## src/sp_defines.svh

```systemverilog
// Purpose: constants for the four-mode serial port
// Assumes: 8-bit register port, 250 MHz core clock
// Notes:   offsets are register indices on reg_addr
//
// Summary of operation
// - two select bits choose modes 0 to 3
// - mode 0 shifts eight bits LSB first
// - mode 0 receives when allowed and flag clear
// - mode 0 bit rate is core clock/12
// - mode 1 frame: start, eight data, stop
// - modes 1/3 rate from timer overflows
// - buffer write starts a transmission
// - mode 1 ninth shift position is stop
// - tx flag sets when stop bit appears
// - mode 1 receive starts on falling edge
// - completed frame latches data, ninth, flag
// - modes 1-3 keep frame only if flag clear, filter passes
// - mode 2 rate core/64, or core/32 doubled
// - modes 2/3 frame carries eleven bits
// - mode 2 ninth position from tx_ninth_bit
// - mode 2 transmit waits for next tick
// - mode 2 reception latches like mode 1
// - mode 3 is mode 2 with timer rate
// - modes 1-3 receive only while allowed
`ifndef SP_DEFINES_SVH
`define SP_DEFINES_SVH

// register indices
`define SP_ADDR_CTRL      2'h0
`define SP_ADDR_BUF       2'h1
`define SP_ADDR_PWR       2'h2

// power_control field
`define SP_PWR_BAUD_DBL   7

// reset values
`define SP_CTRL_RST       8'h00
`define SP_PWR_RST        8'h00
`define SP_BUF_RST        8'h00

// timing divisors, core clocks per bit except SP_OVS in rate ticks
`define SP_M0_DIV         12
`define SP_M2_DIV         64
`define SP_OVS            16

`endif

```

## src/sp_pkg.sv

```systemverilog
// Purpose: types for the four-mode serial port
// Assumes: control byte laid out high bit first
// Notes:   constants live in sp_defines.svh
package sp_pkg;

    // control register fields, bit 7 down to bit 0
    typedef struct packed {
        logic mode_select_high;
        logic mode_select_low;
        logic multiproc_filter;
        logic rx_allow;
        logic tx_ninth_bit;
        logic rx_ninth_bit;
        logic tx_done_flag;
        logic rx_done_flag;
    } sp_ctrl_s;

    // frame sequencer states for modes 1 to 3
    typedef enum logic [2:0] {
        SP_IDLE,
        SP_START,
        SP_DATA,
        SP_NINTH,
        SP_STOP
    } sp_state_e;

endpackage

```

## src/sp_uart_serial_port.sv

```systemverilog
// Purpose: four-mode serial port with register port
// Assumes: overflow ticks are one-cycle pulses on clk
// Notes:   rxd pin is two-way in mode 0
`include "sp_defines.svh"
`timescale 1ns/1ps

module sp_uart_serial_port #(
    parameter int OVS = `SP_OVS
) (
    input  wire logic       clk,
    input  wire logic       rst_b,
    input  wire logic [1:0] reg_addr,
    input  wire logic [7:0] reg_wdata,
    input  wire logic       reg_wr,
    input  wire logic       reg_rd,
    output logic      [7:0] reg_rdata,
    input  wire logic       tx_ovf_tick,
    input  wire logic       rx_ovf_tick,
    input  wire logic       rxd_in,
    output logic            rxd_out,
    output logic            rxd_oe,
    output logic            txd_out
);

    ////////////////////////////////////////////////////////////////////
    // parameter check

    localparam int M2_LIM = `SP_M2_DIV / OVS;
    localparam int HALF   = OVS / 2;

    generate
        if (OVS < 4 || OVS > 16 || (OVS & (OVS - 1)) != 0 || M2_LIM < 2) begin : g_bad
            $error("OVS must be a power of two from 4 to 16");
        end
    endgenerate

    ////////////////////////////////////////////////////////////////////
    // decode helpers

    function automatic logic sel(input logic [1:0] a, input logic [1:0] idx,
                                 input logic s);
        sel = s && (a == idx);
    endfunction

    ////////////////////////////////////////////////////////////////////
    // registers and state

    sp_pkg::sp_ctrl_s  ctrl_q;
    logic              baud_double_q;
    logic [7:0]        rx_buf_q;
    logic [7:0]        rdata_q;
    logic              rxd_s1_q;
    logic              rxd_s2_q;
    logic              rxd_prev_q;
    logic [1:0]        mode;
    logic              wr_ctrl;
    logic              wr_buf;
    logic              wr_pwr;
    logic              tx_set;
    logic              rx_set;
    logic              rx_nin_d;
    logic [7:0]        rx_data_d;

    // mode 2 divider
    logic [4:0]        m2_cnt_q;
    logic              m2_tick;
    logic              tx_tick;
    logic              rx_tick;

    // mode 0 engine
    logic              m0_busy_q;
    logic              m0_rx_q;
    logic [3:0]        m0_ph_q;
    logic [2:0]        m0_bit_q;
    logic [7:0]        m0_sh_q;
    logic              m0_end;

    // frame transmitter
    sp_pkg::sp_state_e tx_st_q;
    logic              tx_pend_q;
    logic [3:0]        tx_os_q;
    logic [2:0]        tx_bit_q;
    logic [8:0]        tx_sh_q;
    logic              tx_bit_end;
    logic              tx_line;

    // frame receiver
    sp_pkg::sp_state_e rx_st_q;
    logic [3:0]        rx_os_q;
    logic [2:0]        rx_bit_q;
    logic [7:0]        rx_sh_q;
    logic              rx_nin_q;
    logic              rx_bit_end;
    logic              rx_final;

    ////////////////////////////////////////////////////////////////////
    // register port decode

    assign mode    = {ctrl_q.mode_select_high, ctrl_q.mode_select_low};
    assign wr_ctrl = sel(reg_addr, `SP_ADDR_CTRL, reg_wr);
    assign wr_buf  = sel(reg_addr, `SP_ADDR_BUF, reg_wr);
    assign wr_pwr  = sel(reg_addr, `SP_ADDR_PWR, reg_wr);

    // read data stands one cycle, zero otherwise
    always_ff @(posedge clk or negedge rst_b) begin
        if (!rst_b) begin
            rdata_q <= 8'h00;
        end else if (sel(reg_addr, `SP_ADDR_CTRL, reg_rd)) begin
            rdata_q <= ctrl_q;
        end else if (sel(reg_addr, `SP_ADDR_BUF, reg_rd)) begin
            rdata_q <= rx_buf_q;
        end else if (sel(reg_addr, `SP_ADDR_PWR, reg_rd)) begin
            rdata_q <= {baud_double_q, 7'h00};
        end else begin
            rdata_q <= 8'h00;
        end
    end

    assign reg_rdata = rdata_q;

    // control register, hardware set beats software clear
    always_ff @(posedge clk or negedge rst_b) begin
        if (!rst_b) begin
            ctrl_q <= `SP_CTRL_RST;
        end else begin
            if (wr_ctrl) begin
                ctrl_q <= reg_wdata;
            end
            if (tx_set) begin
                ctrl_q.tx_done_flag <= 1'b1;
            end
            if (rx_set) begin
                ctrl_q.rx_done_flag <= 1'b1;
                ctrl_q.rx_ninth_bit <= rx_nin_d;
            end
        end
    end

    // power control, only the doubling bit is kept
    always_ff @(posedge clk or negedge rst_b) begin
        if (!rst_b) begin
            baud_double_q <= 1'(`SP_PWR_RST >> `SP_PWR_BAUD_DBL);
        end else if (wr_pwr) begin
            baud_double_q <= reg_wdata[`SP_PWR_BAUD_DBL];
        end
    end

    // receive buffer holds the last kept frame
    always_ff @(posedge clk or negedge rst_b) begin
        if (!rst_b) begin
            rx_buf_q <= `SP_BUF_RST;
        end else if (rx_set) begin
            rx_buf_q <= rx_data_d;
        end
    end

    ////////////////////////////////////////////////////////////////////
    // receive pin synchroniser

    always_ff @(posedge clk or negedge rst_b) begin
        if (!rst_b) begin
            rxd_s1_q   <= 1'b1;
            rxd_s2_q   <= 1'b1;
            rxd_prev_q <= 1'b1;
        end else begin
            rxd_s1_q   <= rxd_in;
            rxd_s2_q   <= rxd_s1_q;
            rxd_prev_q <= rxd_s2_q;
        end
    end

    ////////////////////////////////////////////////////////////////////
    // bit-rate ticks

    // mode 2 sample tick: 64 or 32 clocks per bit
    always_ff @(posedge clk or negedge rst_b) begin
        if (!rst_b) begin
            m2_cnt_q <= 5'h00;
        end else if (m2_tick) begin
            m2_cnt_q <= 5'h00;
        end else begin
            m2_cnt_q <= m2_cnt_q + 5'h01;
        end
    end

    assign m2_tick = baud_double_q ? (m2_cnt_q >= 5'(M2_LIM / 2 - 1))
                                   : (m2_cnt_q >= 5'(M2_LIM - 1));

    // mode 2 fixed, modes 1 and 3 from timer overflows
    assign tx_tick = (mode == 2'h2) ? m2_tick : tx_ovf_tick;
    assign rx_tick = (mode == 2'h2) ? m2_tick : rx_ovf_tick;

    ////////////////////////////////////////////////////////////////////
    // mode 0 shift register engine

    assign m0_end = m0_busy_q && (m0_ph_q == 4'(`SP_M0_DIV - 1)) && (m0_bit_q == 3'h7);

    always_ff @(posedge clk or negedge rst_b) begin
        if (!rst_b) begin
            m0_busy_q <= 1'b0;
            m0_rx_q   <= 1'b0;
            m0_ph_q   <= 4'h0;
            m0_bit_q  <= 3'h0;
            m0_sh_q   <= 8'h00;
        end else if (!m0_busy_q) begin
            m0_ph_q  <= 4'h0;
            m0_bit_q <= 3'h0;
            if (mode == 2'h0 && wr_buf) begin
                m0_busy_q <= 1'b1;
                m0_rx_q   <= 1'b0;
                m0_sh_q   <= reg_wdata;
            end else if (mode == 2'h0 && ctrl_q.rx_allow && !ctrl_q.rx_done_flag) begin
                m0_busy_q <= 1'b1;
                m0_rx_q   <= 1'b1;
            end
        end else if (m0_ph_q == 4'(`SP_M0_DIV - 1)) begin
            // bit boundary every twelve clocks
            m0_ph_q  <= 4'h0;
            m0_bit_q <= m0_bit_q + 3'h1;
            m0_sh_q  <= {m0_rx_q ? rxd_s2_q : 1'b0, m0_sh_q[7:1]};
            if (m0_bit_q == 3'h7) begin
                m0_busy_q <= 1'b0;
            end
        end else begin
            m0_ph_q <= m0_ph_q + 4'h1;
        end
    end

    ////////////////////////////////////////////////////////////////////
    // frame transmitter, modes 1 to 3

    assign tx_bit_end = tx_tick && (tx_os_q == 4'(OVS - 1));

    always_ff @(posedge clk or negedge rst_b) begin
        if (!rst_b) begin
            tx_st_q   <= sp_pkg::SP_IDLE;
            tx_pend_q <= 1'b0;
            tx_os_q   <= 4'h0;
            tx_bit_q  <= 3'h0;
            tx_sh_q   <= 9'h1ff;
        end else begin
            case (tx_st_q)
                sp_pkg::SP_IDLE: begin
                    tx_os_q  <= 4'h0;
                    tx_bit_q <= 3'h0;
                    if (mode != 2'h0 && wr_buf) begin
                        tx_pend_q <= 1'b1;
                        tx_sh_q   <= {(mode == 2'h1) ? 1'b1 : ctrl_q.tx_ninth_bit,
                                      reg_wdata};
                    end else if (tx_pend_q && tx_tick) begin
                        tx_pend_q <= 1'b0;
                        tx_st_q   <= sp_pkg::SP_START;
                    end
                end
                sp_pkg::SP_START: begin
                    if (tx_tick) begin
                        tx_os_q <= tx_os_q + 4'h1;
                    end
                    if (tx_bit_end) begin
                        tx_st_q <= sp_pkg::SP_DATA;
                    end
                end
                sp_pkg::SP_DATA: begin
                    if (tx_tick) begin
                        tx_os_q <= tx_os_q + 4'h1;
                    end
                    if (tx_bit_end) begin
                        tx_bit_q <= tx_bit_q + 3'h1;
                        if (tx_bit_q == 3'h7) begin
                            tx_st_q <= (mode == 2'h1) ? sp_pkg::SP_STOP
                                                      : sp_pkg::SP_NINTH;
                        end
                    end
                end
                sp_pkg::SP_NINTH: begin
                    if (tx_tick) begin
                        tx_os_q <= tx_os_q + 4'h1;
                    end
                    if (tx_bit_end) begin
                        tx_st_q <= sp_pkg::SP_STOP;
                    end
                end
                sp_pkg::SP_STOP: begin
                    if (tx_tick) begin
                        tx_os_q <= tx_os_q + 4'h1;
                    end
                    if (tx_bit_end) begin
                        tx_st_q <= sp_pkg::SP_IDLE;
                    end
                end
                default: begin
                    tx_st_q <= sp_pkg::SP_IDLE;
                end
            endcase
            // bit boundary restarts the count, needed when OVS is below 16
            if (tx_bit_end) begin
                tx_os_q <= 4'h0;
            end
        end
    end

    // line level per frame position
    always_comb begin
        case (tx_st_q)
            sp_pkg::SP_START: tx_line = 1'b0;
            sp_pkg::SP_DATA:  tx_line = tx_sh_q[tx_bit_q];
            sp_pkg::SP_NINTH: tx_line = tx_sh_q[8];
            default:          tx_line = 1'b1;
        endcase
    end

    // flag when stop bit reaches the pin, or mode 0 end
    assign tx_set = (tx_bit_end && (tx_st_q == sp_pkg::SP_NINTH ||
                     (tx_st_q == sp_pkg::SP_DATA && tx_bit_q == 3'h7 && mode == 2'h1)))
                    || (m0_end && !m0_rx_q);

    ////////////////////////////////////////////////////////////////////
    // frame receiver, modes 1 to 3

    assign rx_bit_end = rx_tick && (rx_os_q == 4'(OVS - 1));

    always_ff @(posedge clk or negedge rst_b) begin
        if (!rst_b) begin
            rx_st_q  <= sp_pkg::SP_IDLE;
            rx_os_q  <= 4'h0;
            rx_bit_q <= 3'h0;
            rx_sh_q  <= 8'h00;
            rx_nin_q <= 1'b0;
        end else begin
            case (rx_st_q)
                sp_pkg::SP_IDLE: begin
                    rx_os_q  <= 4'h0;
                    rx_bit_q <= 3'h0;
                    if (mode != 2'h0 && ctrl_q.rx_allow && rxd_prev_q && !rxd_s2_q) begin
                        rx_st_q <= sp_pkg::SP_START;
                    end
                end
                sp_pkg::SP_START: begin
                    if (rx_tick) begin
                        rx_os_q <= rx_os_q + 4'h1;
                    end
                    // mid start bit: high means a glitch
                    if (rx_tick && rx_os_q == 4'(HALF - 1)) begin
                        rx_os_q <= 4'h0;
                        rx_st_q <= rxd_s2_q ? sp_pkg::SP_IDLE : sp_pkg::SP_DATA;
                    end
                end
                sp_pkg::SP_DATA: begin
                    if (rx_tick) begin
                        rx_os_q <= rx_os_q + 4'h1;
                    end
                    if (rx_bit_end) begin
                        rx_sh_q  <= {rxd_s2_q, rx_sh_q[7:1]};
                        rx_bit_q <= rx_bit_q + 3'h1;
                        if (rx_bit_q == 3'h7) begin
                            rx_st_q <= (mode == 2'h1) ? sp_pkg::SP_STOP
                                                      : sp_pkg::SP_NINTH;
                        end
                    end
                end
                sp_pkg::SP_NINTH: begin
                    if (rx_tick) begin
                        rx_os_q <= rx_os_q + 4'h1;
                    end
                    if (rx_bit_end) begin
                        rx_nin_q <= rxd_s2_q;
                        rx_st_q  <= sp_pkg::SP_STOP;
                    end
                end
                sp_pkg::SP_STOP: begin
                    if (rx_tick) begin
                        rx_os_q <= rx_os_q + 4'h1;
                    end
                    if (rx_bit_end) begin
                        rx_st_q <= sp_pkg::SP_IDLE;
                    end
                end
                default: begin
                    rx_st_q <= sp_pkg::SP_IDLE;
                end
            endcase
            // bit boundary restarts the count, needed when OVS is below 16
            if (rx_bit_end) begin
                rx_os_q <= 4'h0;
            end
        end
    end

    // final shift: stop bit sampled mid-bit
    assign rx_final = rx_bit_end && (rx_st_q == sp_pkg::SP_STOP);

    // keep frame in modes 1 to 3 only when flag clear and filter passes; mode 0 frames always
    always_comb begin
        rx_set    = 1'b0;
        rx_nin_d  = ctrl_q.rx_ninth_bit;
        rx_data_d = rx_sh_q;
        if (rx_final && !ctrl_q.rx_done_flag &&
            (!ctrl_q.multiproc_filter || rxd_s2_q)) begin
            rx_set   = 1'b1;
            rx_nin_d = (mode == 2'h1) ? rxd_s2_q : rx_nin_q;
        end else if (m0_end && m0_rx_q) begin
            rx_set    = 1'b1;
            rx_data_d = {rxd_s2_q, m0_sh_q[7:1]};
        end
    end

    ////////////////////////////////////////////////////////////////////
    // pins

    // mode 0: shift clock on txd, data on rxd
    always_comb begin
        if (mode == 2'h0) begin
            txd_out = m0_busy_q ? (m0_ph_q >= 4'(`SP_M0_DIV / 2)) : 1'b1;
            rxd_oe  = m0_busy_q && !m0_rx_q;
            rxd_out = m0_sh_q[0];
        end else begin
            txd_out = tx_line;
            rxd_oe  = 1'b0;
            rxd_out = 1'b1;
        end
    end

endmodule

```

## config.mk

```make
export PLATFORM = sky130hd
export DESIGN_NAME = sp_uart_serial_port
export DESIGN_NICKNAME = d
export VERILOG_FILES = /design/src/sp_pkg.sv /design/src/sp_uart_serial_port.sv
export VERILOG_INCLUDE_DIRS = /design/src
export SDC_FILE = /design/constraint.sdc
export NUM_CORES = 1
export LEC_CHECK = 0
export BUFFER_PORTS_ARGS = -buffer_cell sky130_fd_sc_hd__buf_4
export CORE_ASPECT_RATIO = 1.1
export CORE_MARGIN = 3
export CORE_UTILIZATION = 30
export DETAILED_ROUTE_END_ITERATION = 8
export SETUP_SLACK_MARGIN = 0.2
export SLEW_MARGIN = 5
export SYNTH_ARGS = -nofsm -noshare
export SYNTH_HDL_FRONTEND = slang
export SYNTH_SLANG_ARGS = --single-unit
```

## constraint.sdc

```tcl
create_clock -name clk -period 3 [get_ports clk]
set_clock_uncertainty 0.15 [all_clocks]
set_input_delay 0.15 -clock clk [delete_from_list [all_inputs] [get_ports clk]]
set_output_delay 0.15 -clock clk [all_outputs]
set_load 0.01 [all_outputs]
```

==> results of run 1 <==
## registers in the layout, indices dropped and copies added, names as in the netlist, 3 cells and up
signal,flops
m0_sh_q,8
tx_os_q,4
m0_bit_q,3
m0_ph_q,4
ctrl_q,8
rx_sh_q,8
tx_sh_q,9
reg_rdata,8
rx_os_q,4
tx_bit_q,3
tx_st_q,3
m2_cnt_q,5
rx_bit_q,3
rx_st_q,3
rx_buf_q,8
## cell usage after synthesis, types with 2 or more instances
library cell / number / share of area
dfstp_2: 12 / 0.070
nand2_1: 21 / 0.018
nand2b_1: 7 / 0.0097
o41ai_1: 3 / 0.0058
o21a_1: 2 / 0.0033
inv_1: 11 / 0.0092
a221oi_1: 2 / 0.0039
o22ai_1: 2 / 0.0028
and2_1: 5 / 0.0070
dfrtp_1: 77 / 0.43
nor4_1: 3 / 0.0042
nor2_1: 39 / 0.033
or3_1: 6 / 0.0084
buf_1: 2 / 0.0017
o211ai_1: 3 / 0.0050
nor3_1: 5 / 0.0056
xor2_1: 2 / 0.0039
nand3b_1: 5 / 0.0084
mux2i_1: 32 / 0.071
or2_2: 2 / 0.0028
nor4b_1: 2 / 0.0039
nor2b_1: 5 / 0.0070
clkbuf_1: 10 / 0.0084
mux2_2: 37 / 0.093
mux4_2: 2 / 0.010
ha_1: 12 / 0.033
o21ai_0: 18 / 0.020
buf_2: 4 / 0.0045
nand3_1: 10 / 0.011
a21oi_1: 19 / 0.021
and3_1: 3 / 0.0042
a31oi_1: 5 / 0.0070
nand4_1: 2 / 0.0028
## worst max-delay path, delay by kind of cell (launching register included)
kind / cells / cell delay [ps]
muxes: 1 / 400
adders and majority gates: 1 / 130
AOI/OAI and AO/OA: 1 / 270
buffers and inverters: 1 / 70
DFF: 1 / 410
and+or+nand+nor: 3 / 840
## worst max path at each step
stage                                      from                      end  slack (ps)  depth (start not counted)
after floorplan           m2_cnt_q[1]$_DFF_PN0_     rx_nin_q$_DFFE_PN0P_         820                          8
after global placement    m2_cnt_q[1]$_DFF_PN0_  rx_buf_q[3]$_DFFE_PN0P_         700                          7
after detailed placement  m2_cnt_q[1]$_DFF_PN0_  rx_buf_q[4]$_DFFE_PN0P_         620                          7
after CTS                 m2_cnt_q[1]$_DFF_PN0_  rx_buf_q[4]$_DFFE_PN0P_         610                          7
after global routing      m2_cnt_q[1]$_DFF_PN0_  rx_buf_q[0]$_DFFE_PN0P_         460                          7
final                     m2_cnt_q[1]$_DFF_PN0_  rx_buf_q[4]$_DFFE_PN0P_         610                          7
## power breakdown
group          internal, mW  switching (mW)  total (mW)
sequential             1.51           0.287        1.80
clock                 0.663           0.521        1.18
combinational         0.439           0.459       0.898
total                  2.61            1.27        3.88
## per-layer routing
metal,global-route usage,share of wire,wire length (um),vias up
met5,0,0,0,-
met4,0.04916,0.020,194,0
met3,0.02151,0.036,352,13
met2,0.1884,0.47,4518,68
met1,0.1725,0.48,4625,1593
li1,-,-,-,1509
## through the flow
step,setup slack [ps],area [um^2],std cells,hold WS (ps),util
after detailed placement,620.0,4888,608,109.4,0.3357
after CTS,610.4,5314,635,14.78,0.3649
after global routing,463.4,5314,635,19.17,0.3649
after floorplan,822.3,4499,403,-295.6,-
after global placement,695.7,4888,608,110.1,0.3357
final,612.3,5314,635,22.02,0.3649
## cell families after synthesis
group	after synthesis
and+or+nand+nor	133
DFF	89
muxes	72
AOI/OAI and AO/OA	64
buffers and inverters	28
adders and majority gates	12
xor gates and xnor gates	3
other	1
## layout make-up
| cell class | count | area share |
|---|---|---|
| Clock buffer | 9 | 0.04238 |
| Clock inverter | 7 | 0.01695 |
| Inverter | 11 | 0.007770 |
| Multi-Input combinational cell | 286 | 0.4026 |
| Sequential cell | 89 | 0.4219 |
| Tap cell | 192 | 0.04521 |
| Timing Repair Buffer | 41 | 0.06310 |
==> run summary, run 1 <==
### Run status
- outcome: finished clean

### Yosys
- most used flip-flop cell after synthesis: dfrtp_1
- synthesized-area fraction occupied by ao, oa, aoi and oai cells: 0.09073
- cell area after synthesis: 0.004496 mm^2
- adder and majority cell fraction of the synthesized area: 0.03340
- post-synthesis mux area share: 0.1765
- flip-flop and latch count after synthesis: 89
- Mapped Avg Cell Area: 11.18 um^2
- number of enable flip-flop cells after synthesis: 0
- Mapped Cells: 402
- xor/xnor cell area share of the yosys netlist: 0.005845
- main combinational cell family by area after synthesis: multiplexers
- number of warning messages in the yosys log: 0
- fraction of the yosys area taken by sequential cells: 0.4987
- post-synthesis share of cell area spent on and, or, nand and nor gates: 0.1678
- share of flip-flops with an asynchronous set or reset after synthesis: 1.000
- count of distinct cell types in the synthesized netlist: 65

### Worst setup path
- number of cells on the worst reg-to-reg path: 7
- Worst EP required: 3080 ps
- R2R Path Start: m2_cnt_q[1]$_DFF_PN0_
- worst r2r dst: rx_buf_q[4]$_DFFE_PN0P_
- Worst Path Arrival: 2470 ps
- endpoint class of the critical path: flip-flop
- critical path class: reg -> reg
- Setup crit start kind: flip-flop
- Crit path largest cell delay: 530 ps
- cells traversed along the worst timing path: inv_1, ha_1, nor3_1, o2111ai_4, nand4_4, nor3_4, mux2_2
- worst-path cell with the longest stage delay: nor3_4
- setup slack on the worst flop-to-flop path: 610 ps
- critical-path maximum fanout: 10

### Hold path
- worst hold endpoint: reg_rdata[7]$_DFF_PN0_
- count of cells along the worst hold path: 3
- hold crit path type: in -> reg
- startpoint of the lowest-slack hold path: reg_addr[1]

### Final layout
- Register Area: 0.002242 mm^2
- most used cells in the layout excluding fill and tap cells: dfrtp_1, nor2_1, mux2_2
- most common cell after layout, fill and taps aside: dfrtp_1
- count of filler cells inserted in the layout: 1394
- signed area change from the synthesized netlist to the final layout: 18.20%
- Final Net Count: 467
- ratio of cells with drive above 1 in the final layout: 0.2573
- number of diodes added for antenna fixing: 0
- combined area of the multi-input logic cells: 0.002140 mm^2

### Detailed routing
- WL per Instance: 15.26 um
- Via Count: 3183
- violation count after the first detailed-route iteration: 232
- vias per std cell: 5.013
- first-pass detailed-route iteration total: 5
- Detail Route Antenna Nets: 0
- drc violations: 0
- final wirelength: 9.690 mm

### STA
- setup total negative slack: 0 ps
- pins over their slew limit: 0
- worst-case headroom to the max-slew limit: 0.2667
- RSZ-0062 raised after global routing: no
- Final setup violation count: 0
- share of the clock period used by the worst path: 0.7959
- worst slew pin tran: 1100 ps
- Final Hold Violating Endpoints: 0
- highest clock rate: 0.4188 GHz
- shortest clock period the worst path allows after layout: 2388 ps

### CTS
- root buffer cell: clkbuf_16
- Gates resized, CTS repair: 0
- H-tree lvl count: 3
- Num CTS Buffers: 9
- buffers inserted during post-CTS setup optimization: 0
- number of hold buffers added after cts: 11
- clock transition at the registers of the reported paths: 70 ps
- number of clock sinks: 89
- Bufs on Longest Clock Path: 2
- worst-skew pair later-pin latency: 340 ps
- CTS tree: built

### Placement
- IO buf count: 27
- HPWL reported at the end of detailed placement: 6.863 mm
- global placement routability congestion: 0.7567

### Global routing
- via count of the first global-routing pass: 3241
- maximum number of pins on one net before global-route repair: 85
- overflow left after global routing: 0
- gr usage total: 0.1232
- first-pass GRT wire length: 16.40 mm
- number of antenna violations at the first check in global routing: 0

### Run
- max-cap violation count: 0

### Die
- number of core rows: 46
- floorplan die area: 0.01649 mm^2
- effective utilization at floorplan: 0.3087
- area of the placeable core: 0.01456 mm^2
- horizontal die dimension: 122.7 um
- height of the chip: 134.4 um
- total I/O pin count: 28

### Power
- Final Power: 3.878 mW
- leakage component of the power: 2.428 nW
- maximum vdd drop: 0.0003378 V
- areal power density over the cells: 729.8 mW/mm^2

Note: power is estimated with default switching activity, not from simulation.
==> run 2: changes to the inputs <==
==> constraint.sdc (replaced) <==
create_clock -name clk -period 2.35 [get_ports clk]
set_clock_uncertainty 0.15 [all_clocks]
set_input_delay 0.1175 -clock clk [delete_from_list [all_inputs] [get_ports clk]]
set_output_delay 0.1175 -clock clk [all_outputs]
set_load 0.01 [all_outputs]
==> run summary, run 2 (synthesis results as in run 1) <==
### CTS
- Num CTS Buffers: 9
- CTS tree: built
- number of clock sinks: 89
- root buffer cell: clkbuf_16
- Bufs on Longest Clock Path: 2
- clock transition at the registers of the reported paths: 60 ps
- worst-skew pair later-pin latency: 340 ps
- H-tree lvl count: 3

### Die
- area of the placeable core: 0.01456 mm^2
- number of core rows: 46
- effective utilization at floorplan: 0.3087
- height of the chip: 134.4 um
- horizontal die dimension: 122.7 um
- total I/O pin count: 28
- floorplan die area: 0.01649 mm^2

### Power
- areal power density over the cells: 925.3 mW/mm^2
- maximum vdd drop: 0.0003897 V
- leakage component of the power: 2.595 nW
- Final Power: 5.222 mW

### Placement
- global placement routability congestion: 0.8337
- HPWL reported at the end of detailed placement: 7.065 mm
- Cell Count Post-Placement: 621
- IO buf count: 27

### STA
- pins over their slew limit: 0
- worst slew pin tran: 717.2 ps
- shortest clock period the worst path allows after layout: 2249 ps
- Final Hold Violating Endpoints: 0
- share of the clock period used by the worst path: 0.9572
- RSZ-0062 raised after global routing: yes
- Final setup violation count: 0
- highest clock rate: 0.4445 GHz
- Final Hold Slack: 13.03 ps
- worst-case headroom to the max-slew limit: 0.5218
- setup total negative slack: 0 ps

### Global routing
- maximum number of pins on one net before global-route repair: 56
- via count of the first global-routing pass: 3306
- gr usage total: 0.1313
- number of antenna violations at the first check in global routing: 0
- first-pass GRT wire length: 16.91 mm
- overflow left after global routing: 0

### Worst setup path
- Crit path largest cell delay: 410 ps
- kind of cell with the highest combined delay on the critical path: simple AND/OR/NAND/NOR gates
- endpoint class of the critical path: flip-flop
- critical path class: reg -> reg
- Worst Path Arrival: 2320 ps
- Setup crit start kind: flip-flop
- Worst EP required: 2420 ps
- critical-path maximum fanout: 6
- Critical path buffers and inverters: 2
- worst-path cell with the longest stage delay: dfrtp_1
- cells traversed along the worst timing path: inv_1, ha_1, nor3_2, o2111ai_4, nand4_4, buf_6, nor2_4, nand3_4, mux2_4

### Final layout
- core occupancy in the finished layout: 0.3875
- most used cells in the layout excluding fill and tap cells: dfrtp_1, buf_4, nor2_1
- signed area change from the synthesized netlist to the final layout: 25.52%
- Final Net Count: 493
- number of flip-flops in the largest register: 9
- register ranked first by flip-flop count: tx_sh_q
- most common cell after layout, fill and taps aside: dfrtp_1
- combined area of the multi-input logic cells: 0.002202 mm^2
- number of diodes added for antenna fixing: 0
- number of standard cells in the final layout excluding fillers: 661
- count of filler cells inserted in the layout: 1382
- ratio of cells with drive above 1 in the final layout: 0.3113
- Register Area: 0.002243 mm^2

### Detailed routing
- WL per Instance: 15.55 um
- violation count after the first detailed-route iteration: 258
- drc violations: 0
- Via Count: 3260
- final wirelength: 10.28 mm
- Detail Route Antenna Nets: 0
- first-pass detailed-route iteration total: 4
- vias per std cell: 4.932

### Run
- max-cap violation count: 0

### Hold path
- hold crit path type: in -> reg

### Run status
- outcome: finished clean

run 2: cell count changes in the layout (fill, tap and decap cells not counted), sizes merged:
cell         before  now
clkinv            2    1
dlygate4sd3      11   12
clkbuf            9   11
clkinvlp          2    1
nand3            11   12
bufinv            1    3
inv              13   11
buf              30   54
run 2: path summary, 6_finish.rpt:
kind | startpoint | endpoint | slack [ps] | cells after the start
setup / recovery | m2_cnt_q[1]$_DFF_PN0_ | rx_sh_q[1]$_DFFE_PN0P_ | 100 | 9
hold / removal | reg_addr[1] | reg_rdata[7]$_DFF_PN0_ | 10 | 3
setup reg to reg | m2_cnt_q[1]$_DFF_PN0_ | rx_sh_q[1]$_DFFE_PN0P_ | 100 | 9
hold reg to reg | rxd_s1_q$_DFF_PN1_ | rxd_s2_q$_DFF_PN1_ | 200 | 0
max in group asynchronous | rst_b | rx_buf_q[2]$_DFFE_PN0P_ | 1100 | 3
min in group asynchronous | rst_b | tx_os_q[0]$_DFFE_PN0P_ | 230 | 2
run 2: area by class of cell:
cell class | instances | area share
timing repair buffer | 66 | 0.1011
multi-input combinational | 287 | 0.3902
clock buffer | 11 | 0.04302
tap | 192 | 0.04257
clock inverter | 5 | 0.01818
inverter | 11 | 0.007317
sequential | 89 | 0.3976
run 2: worst reg2reg max path, delay by kind of cell, from the launching register on:
family                   cells  cell delay (ps)
adder cells (fa/ha/maj)      1              150
buffers and inverters        2              240
multiplexers                 1              340
AO/OA/AOI/OAI                1              240
AND/OR/NAND/NOR              4              600
flip-flops                   1              410
run 2: repair_timing:
item	4_1_cts	5_1_grt
pin swaps	3	4
gates resized for setup	4	10
hold buffers	12	0
cloned	0	1
setup endpoints to repair	28	34
endpoints found under the hold margin	70	0
setup buffers	7	4
run 2: layer usage:
metal,part of all wire,wire length [um],up-vias,global-route usage
met4,0.018,187,0,0.05849
met5,0,0,-,0
met2,0.48,4924,53,0.2081
li1,-,-,1564,-
met1,0.48,4914,1634,0.1771
met3,0.024,249,9,0.01940
run 2: metrics by stage:
| stage | setup WS, ps | area, um^2 |
|---|---|---|
| 3_5_place_dp | 35.19 | 5016 |
| 4_1_cts | 139.0 | 5562 |
| 2_1_floorplan | 197.8 | 4504 |
| 5_1_grt | 16.49 | 5643 |
| 6_report | 100.5 | 5643 |
| 3_3_place_gp | 94.28 | 5016 |
run 2: power by group:
part           total [mW]  internal (mW)  switching, mW
combinational        1.28          0.636          0.645
clock                1.65           1.07          0.586
sequential           2.29           1.93          0.360
==> run 3: changes to the inputs <==
--- a/config.mk
+++ b/config.mk
@@ -6,10 +6,11 @@
 export SDC_FILE = /design/constraint.sdc
 export NUM_CORES = 1
 export LEC_CHECK = 0
-export BUFFER_PORTS_ARGS = -buffer_cell sky130_fd_sc_hd__buf_4
+export BUFFER_PORTS_ARGS = -buffer_cell sky130_fd_sc_hd__buf_2
 export CORE_ASPECT_RATIO = 1.1
 export CORE_MARGIN = 3
 export CORE_UTILIZATION = 30
+export CTS_CLUSTER_SIZE = 16
 export DETAILED_ROUTE_END_ITERATION = 8
 export SETUP_SLACK_MARGIN = 0.2
 export SLEW_MARGIN = 5
==> run summary, run 3 (synthesis results as in run 1) <==
### Power
- leakage component of the power: 2.629 nW
- areal power density over the cells: 874.9 mW/mm^2
- maximum vdd drop: 0.0004118 V

### Die
- number of core rows: 46
- floorplan die area: 0.01649 mm^2
- height of the chip: 134.4 um
- effective utilization at floorplan: 0.3087
- horizontal die dimension: 122.7 um
- total I/O pin count: 28
- area of the placeable core: 0.01456 mm^2

### STA
- share of the clock period used by the worst path: 0.9661
- Final setup violation count: 0
- worst-case headroom to the max-slew limit: 0.6274
- worst slew pin tran: 558.9 ps
- setup total negative slack: 0 ps
- shortest clock period the worst path allows after layout: 2270 ps
- highest clock rate: 0.4405 GHz
- Final Hold Violating Endpoints: 0
- RSZ-0062 raised after global routing: yes
- pins over their slew limit: 0

### Detailed routing
- Detail Route Antenna Nets: 0
- Via Count: 3301
- drc violations: 0
- WL per Instance: 15.82 um
- vias per std cell: 4.949
- violation count after the first detailed-route iteration: 246
- first-pass detailed-route iteration total: 4
- final wirelength: 10.55 mm

### Placement
- IO buf count: 27
- global placement routability congestion: 0.8593
- Cell Count Post-Placement: 619
- HPWL reported at the end of detailed placement: 6.918 mm

### Global routing
- via count of the first global-routing pass: 3303
- maximum number of pins on one net before global-route repair: 60
- gr usage total: 0.1291
- first-pass GRT wire length: 16.95 mm
- overflow left after global routing: 0
- number of antenna violations at the first check in global routing: 0

### Final layout
- most common cell after layout, fill and taps aside: dfrtp_1
- Final Net Count: 499
- register ranked first by flip-flop count: tx_sh_q
- number of flip-flops in the largest register: 9
- number of diodes added for antenna fixing: 0
- number of standard cells in the final layout excluding fillers: 667
- ratio of cells with drive above 1 in the final layout: 0.3474
- most used cells in the layout excluding fill and tap cells: dfrtp_1, nor2_1, mux2i_1
- signed area change from the synthesized netlist to the final layout: 27.28%

### CTS
- Num CTS Buffers: 9
- H-tree lvl count: 3
- number of clock sinks: 89
- clock transition at the registers of the reported paths: 70 ps
- CTS tree: built
- Bufs on Longest Clock Path: 2
- worst-skew pair later-pin latency: 340 ps
- root buffer cell: clkbuf_16

### Run status
- outcome: finished clean

### Run
- max-cap violation count: 0

### Worst setup path
- beginning of the critical path: m2_cnt_q[0]$_DFF_PN0_
- kind of cell with the highest combined delay on the critical path: flip-flops
- worst r2r dst: rx_sh_q[5]$_DFFE_PN0P_
- Worst EP required: 2420 ps
- Setup crit end: rx_sh_q[5]$_DFFE_PN0P_
- R2R Path Start: m2_cnt_q[0]$_DFF_PN0_
- Crit path largest cell delay: 480 ps
- critical path class: reg -> reg
- cells traversed along the worst timing path: ha_4, nor3_4, o2111ai_4, nand4_4, buf_12, nor2_4, buf_4, nand3_4, mux2_2
- Worst Path Arrival: 2340 ps
- Setup crit start kind: flip-flop
- number of cells on the worst reg-to-reg path: 9
- endpoint class of the critical path: flip-flop
- setup slack on the worst flop-to-flop path: 80 ps
- Critical path buffers and inverters: 2
- worst-path cell with the longest stage delay: dfrtp_2
- WP depth: 9
- critical-path maximum fanout: 5

### Hold path
- hold crit path type: in -> reg
- count of cells along the worst hold path: 3

## run 3: cell count changes in the layout (fill, tap and decap cells not counted), moves of 3 or more
cell	change
buf_4	-27
buf_2	+26
mux2_2	-6
mux2_4	+6
buf_6	+5
bufinv_16	-3
## run 3: through the flow
stage | worst slack [ps] | instance area, um^2 | hold WS [ps] | total power [mW] | util
global placement | 92.76 | 4949 | -62.39 | 3.432 | 0.3398
finish | 79.65 | 5722 | 32.07 | 5.006 | 0.3929
floorplan | 197.8 | 4504 | -328.1 | 3.104 | -
CTS | 130.0 | 5527 | 15.86 | 4.951 | 0.3795
detailed placement | 3.792 | 4949 | -55.87 | 3.484 | 0.3398
global route | -5.246 | 5722 | 45.97 | 5.335 | 0.3929
## run 3: repair_timing
item,in CTS,in global routing
hold buffers,12,0
buffers inserted,11,7
resized for setup,11,30
cloned,1,1
endpoints found under the hold margin,55,0
setup endpoints to repair,30,40
pin swaps,5,8
## run 3: worst reg2reg max path: stages, from the launching register on
cell and delay [ps]:
dfrtp_2 480, ha_4 170, nor3_4 40, o2111ai_4 230
nand4_4 180, buf_12 180, nor2_4 140, buf_4 150
nand3_4 110, mux2_2 320
## run 3: area by class of cell
cell class | instances | area, um^2
clock inverters | 5 | 38.79
flip-flops and latches | 89 | 2246
well taps | 192 | 240.2
multi-input cells | 287 | 2301
fillers | 1388 | 8840
inverters | 11 | 41.29
clock buffers | 11 | 252.7
repair buffers | 72 | 601.8
## run 3: power breakdown
part	switching (mW)	internal, mW
registers	0.349	1.93
logic	0.681	0.644
clock network	0.624	0.781
total	1.65	3.35
## run 3: worst min path at each step
stage                            from                   endpoint  slack (ps)
final                     reg_addr[1]  baud_double_q$_DFFE_PN0P_          30
after CTS                 reg_addr[1]  baud_double_q$_DFFE_PN0P_          20
after detailed placement        rst_b       m0_ph_q[3]$_DFF_PN0_         -60
after floorplan                 rst_b  baud_double_q$_DFFE_PN0P_        -330
after global placement          rst_b       m0_ph_q[3]$_DFF_PN0_         -60
after global routing      reg_addr[1]  baud_double_q$_DFFE_PN0P_          50
## run 3: metal layers
| layer | vias up | global-route usage | share of wire |
|---|---|---|---|
| met5 | - | 0 | 0 |
| met1 | 1632 | 0.1822 | 0.49 |
| li1 | 1582 | - | - |
| met4 | 0 | 0.04916 | 0.015 |
| met3 | 12 | 0.01814 | 0.033 |
| met2 | 75 | 0.2002 | 0.46 |
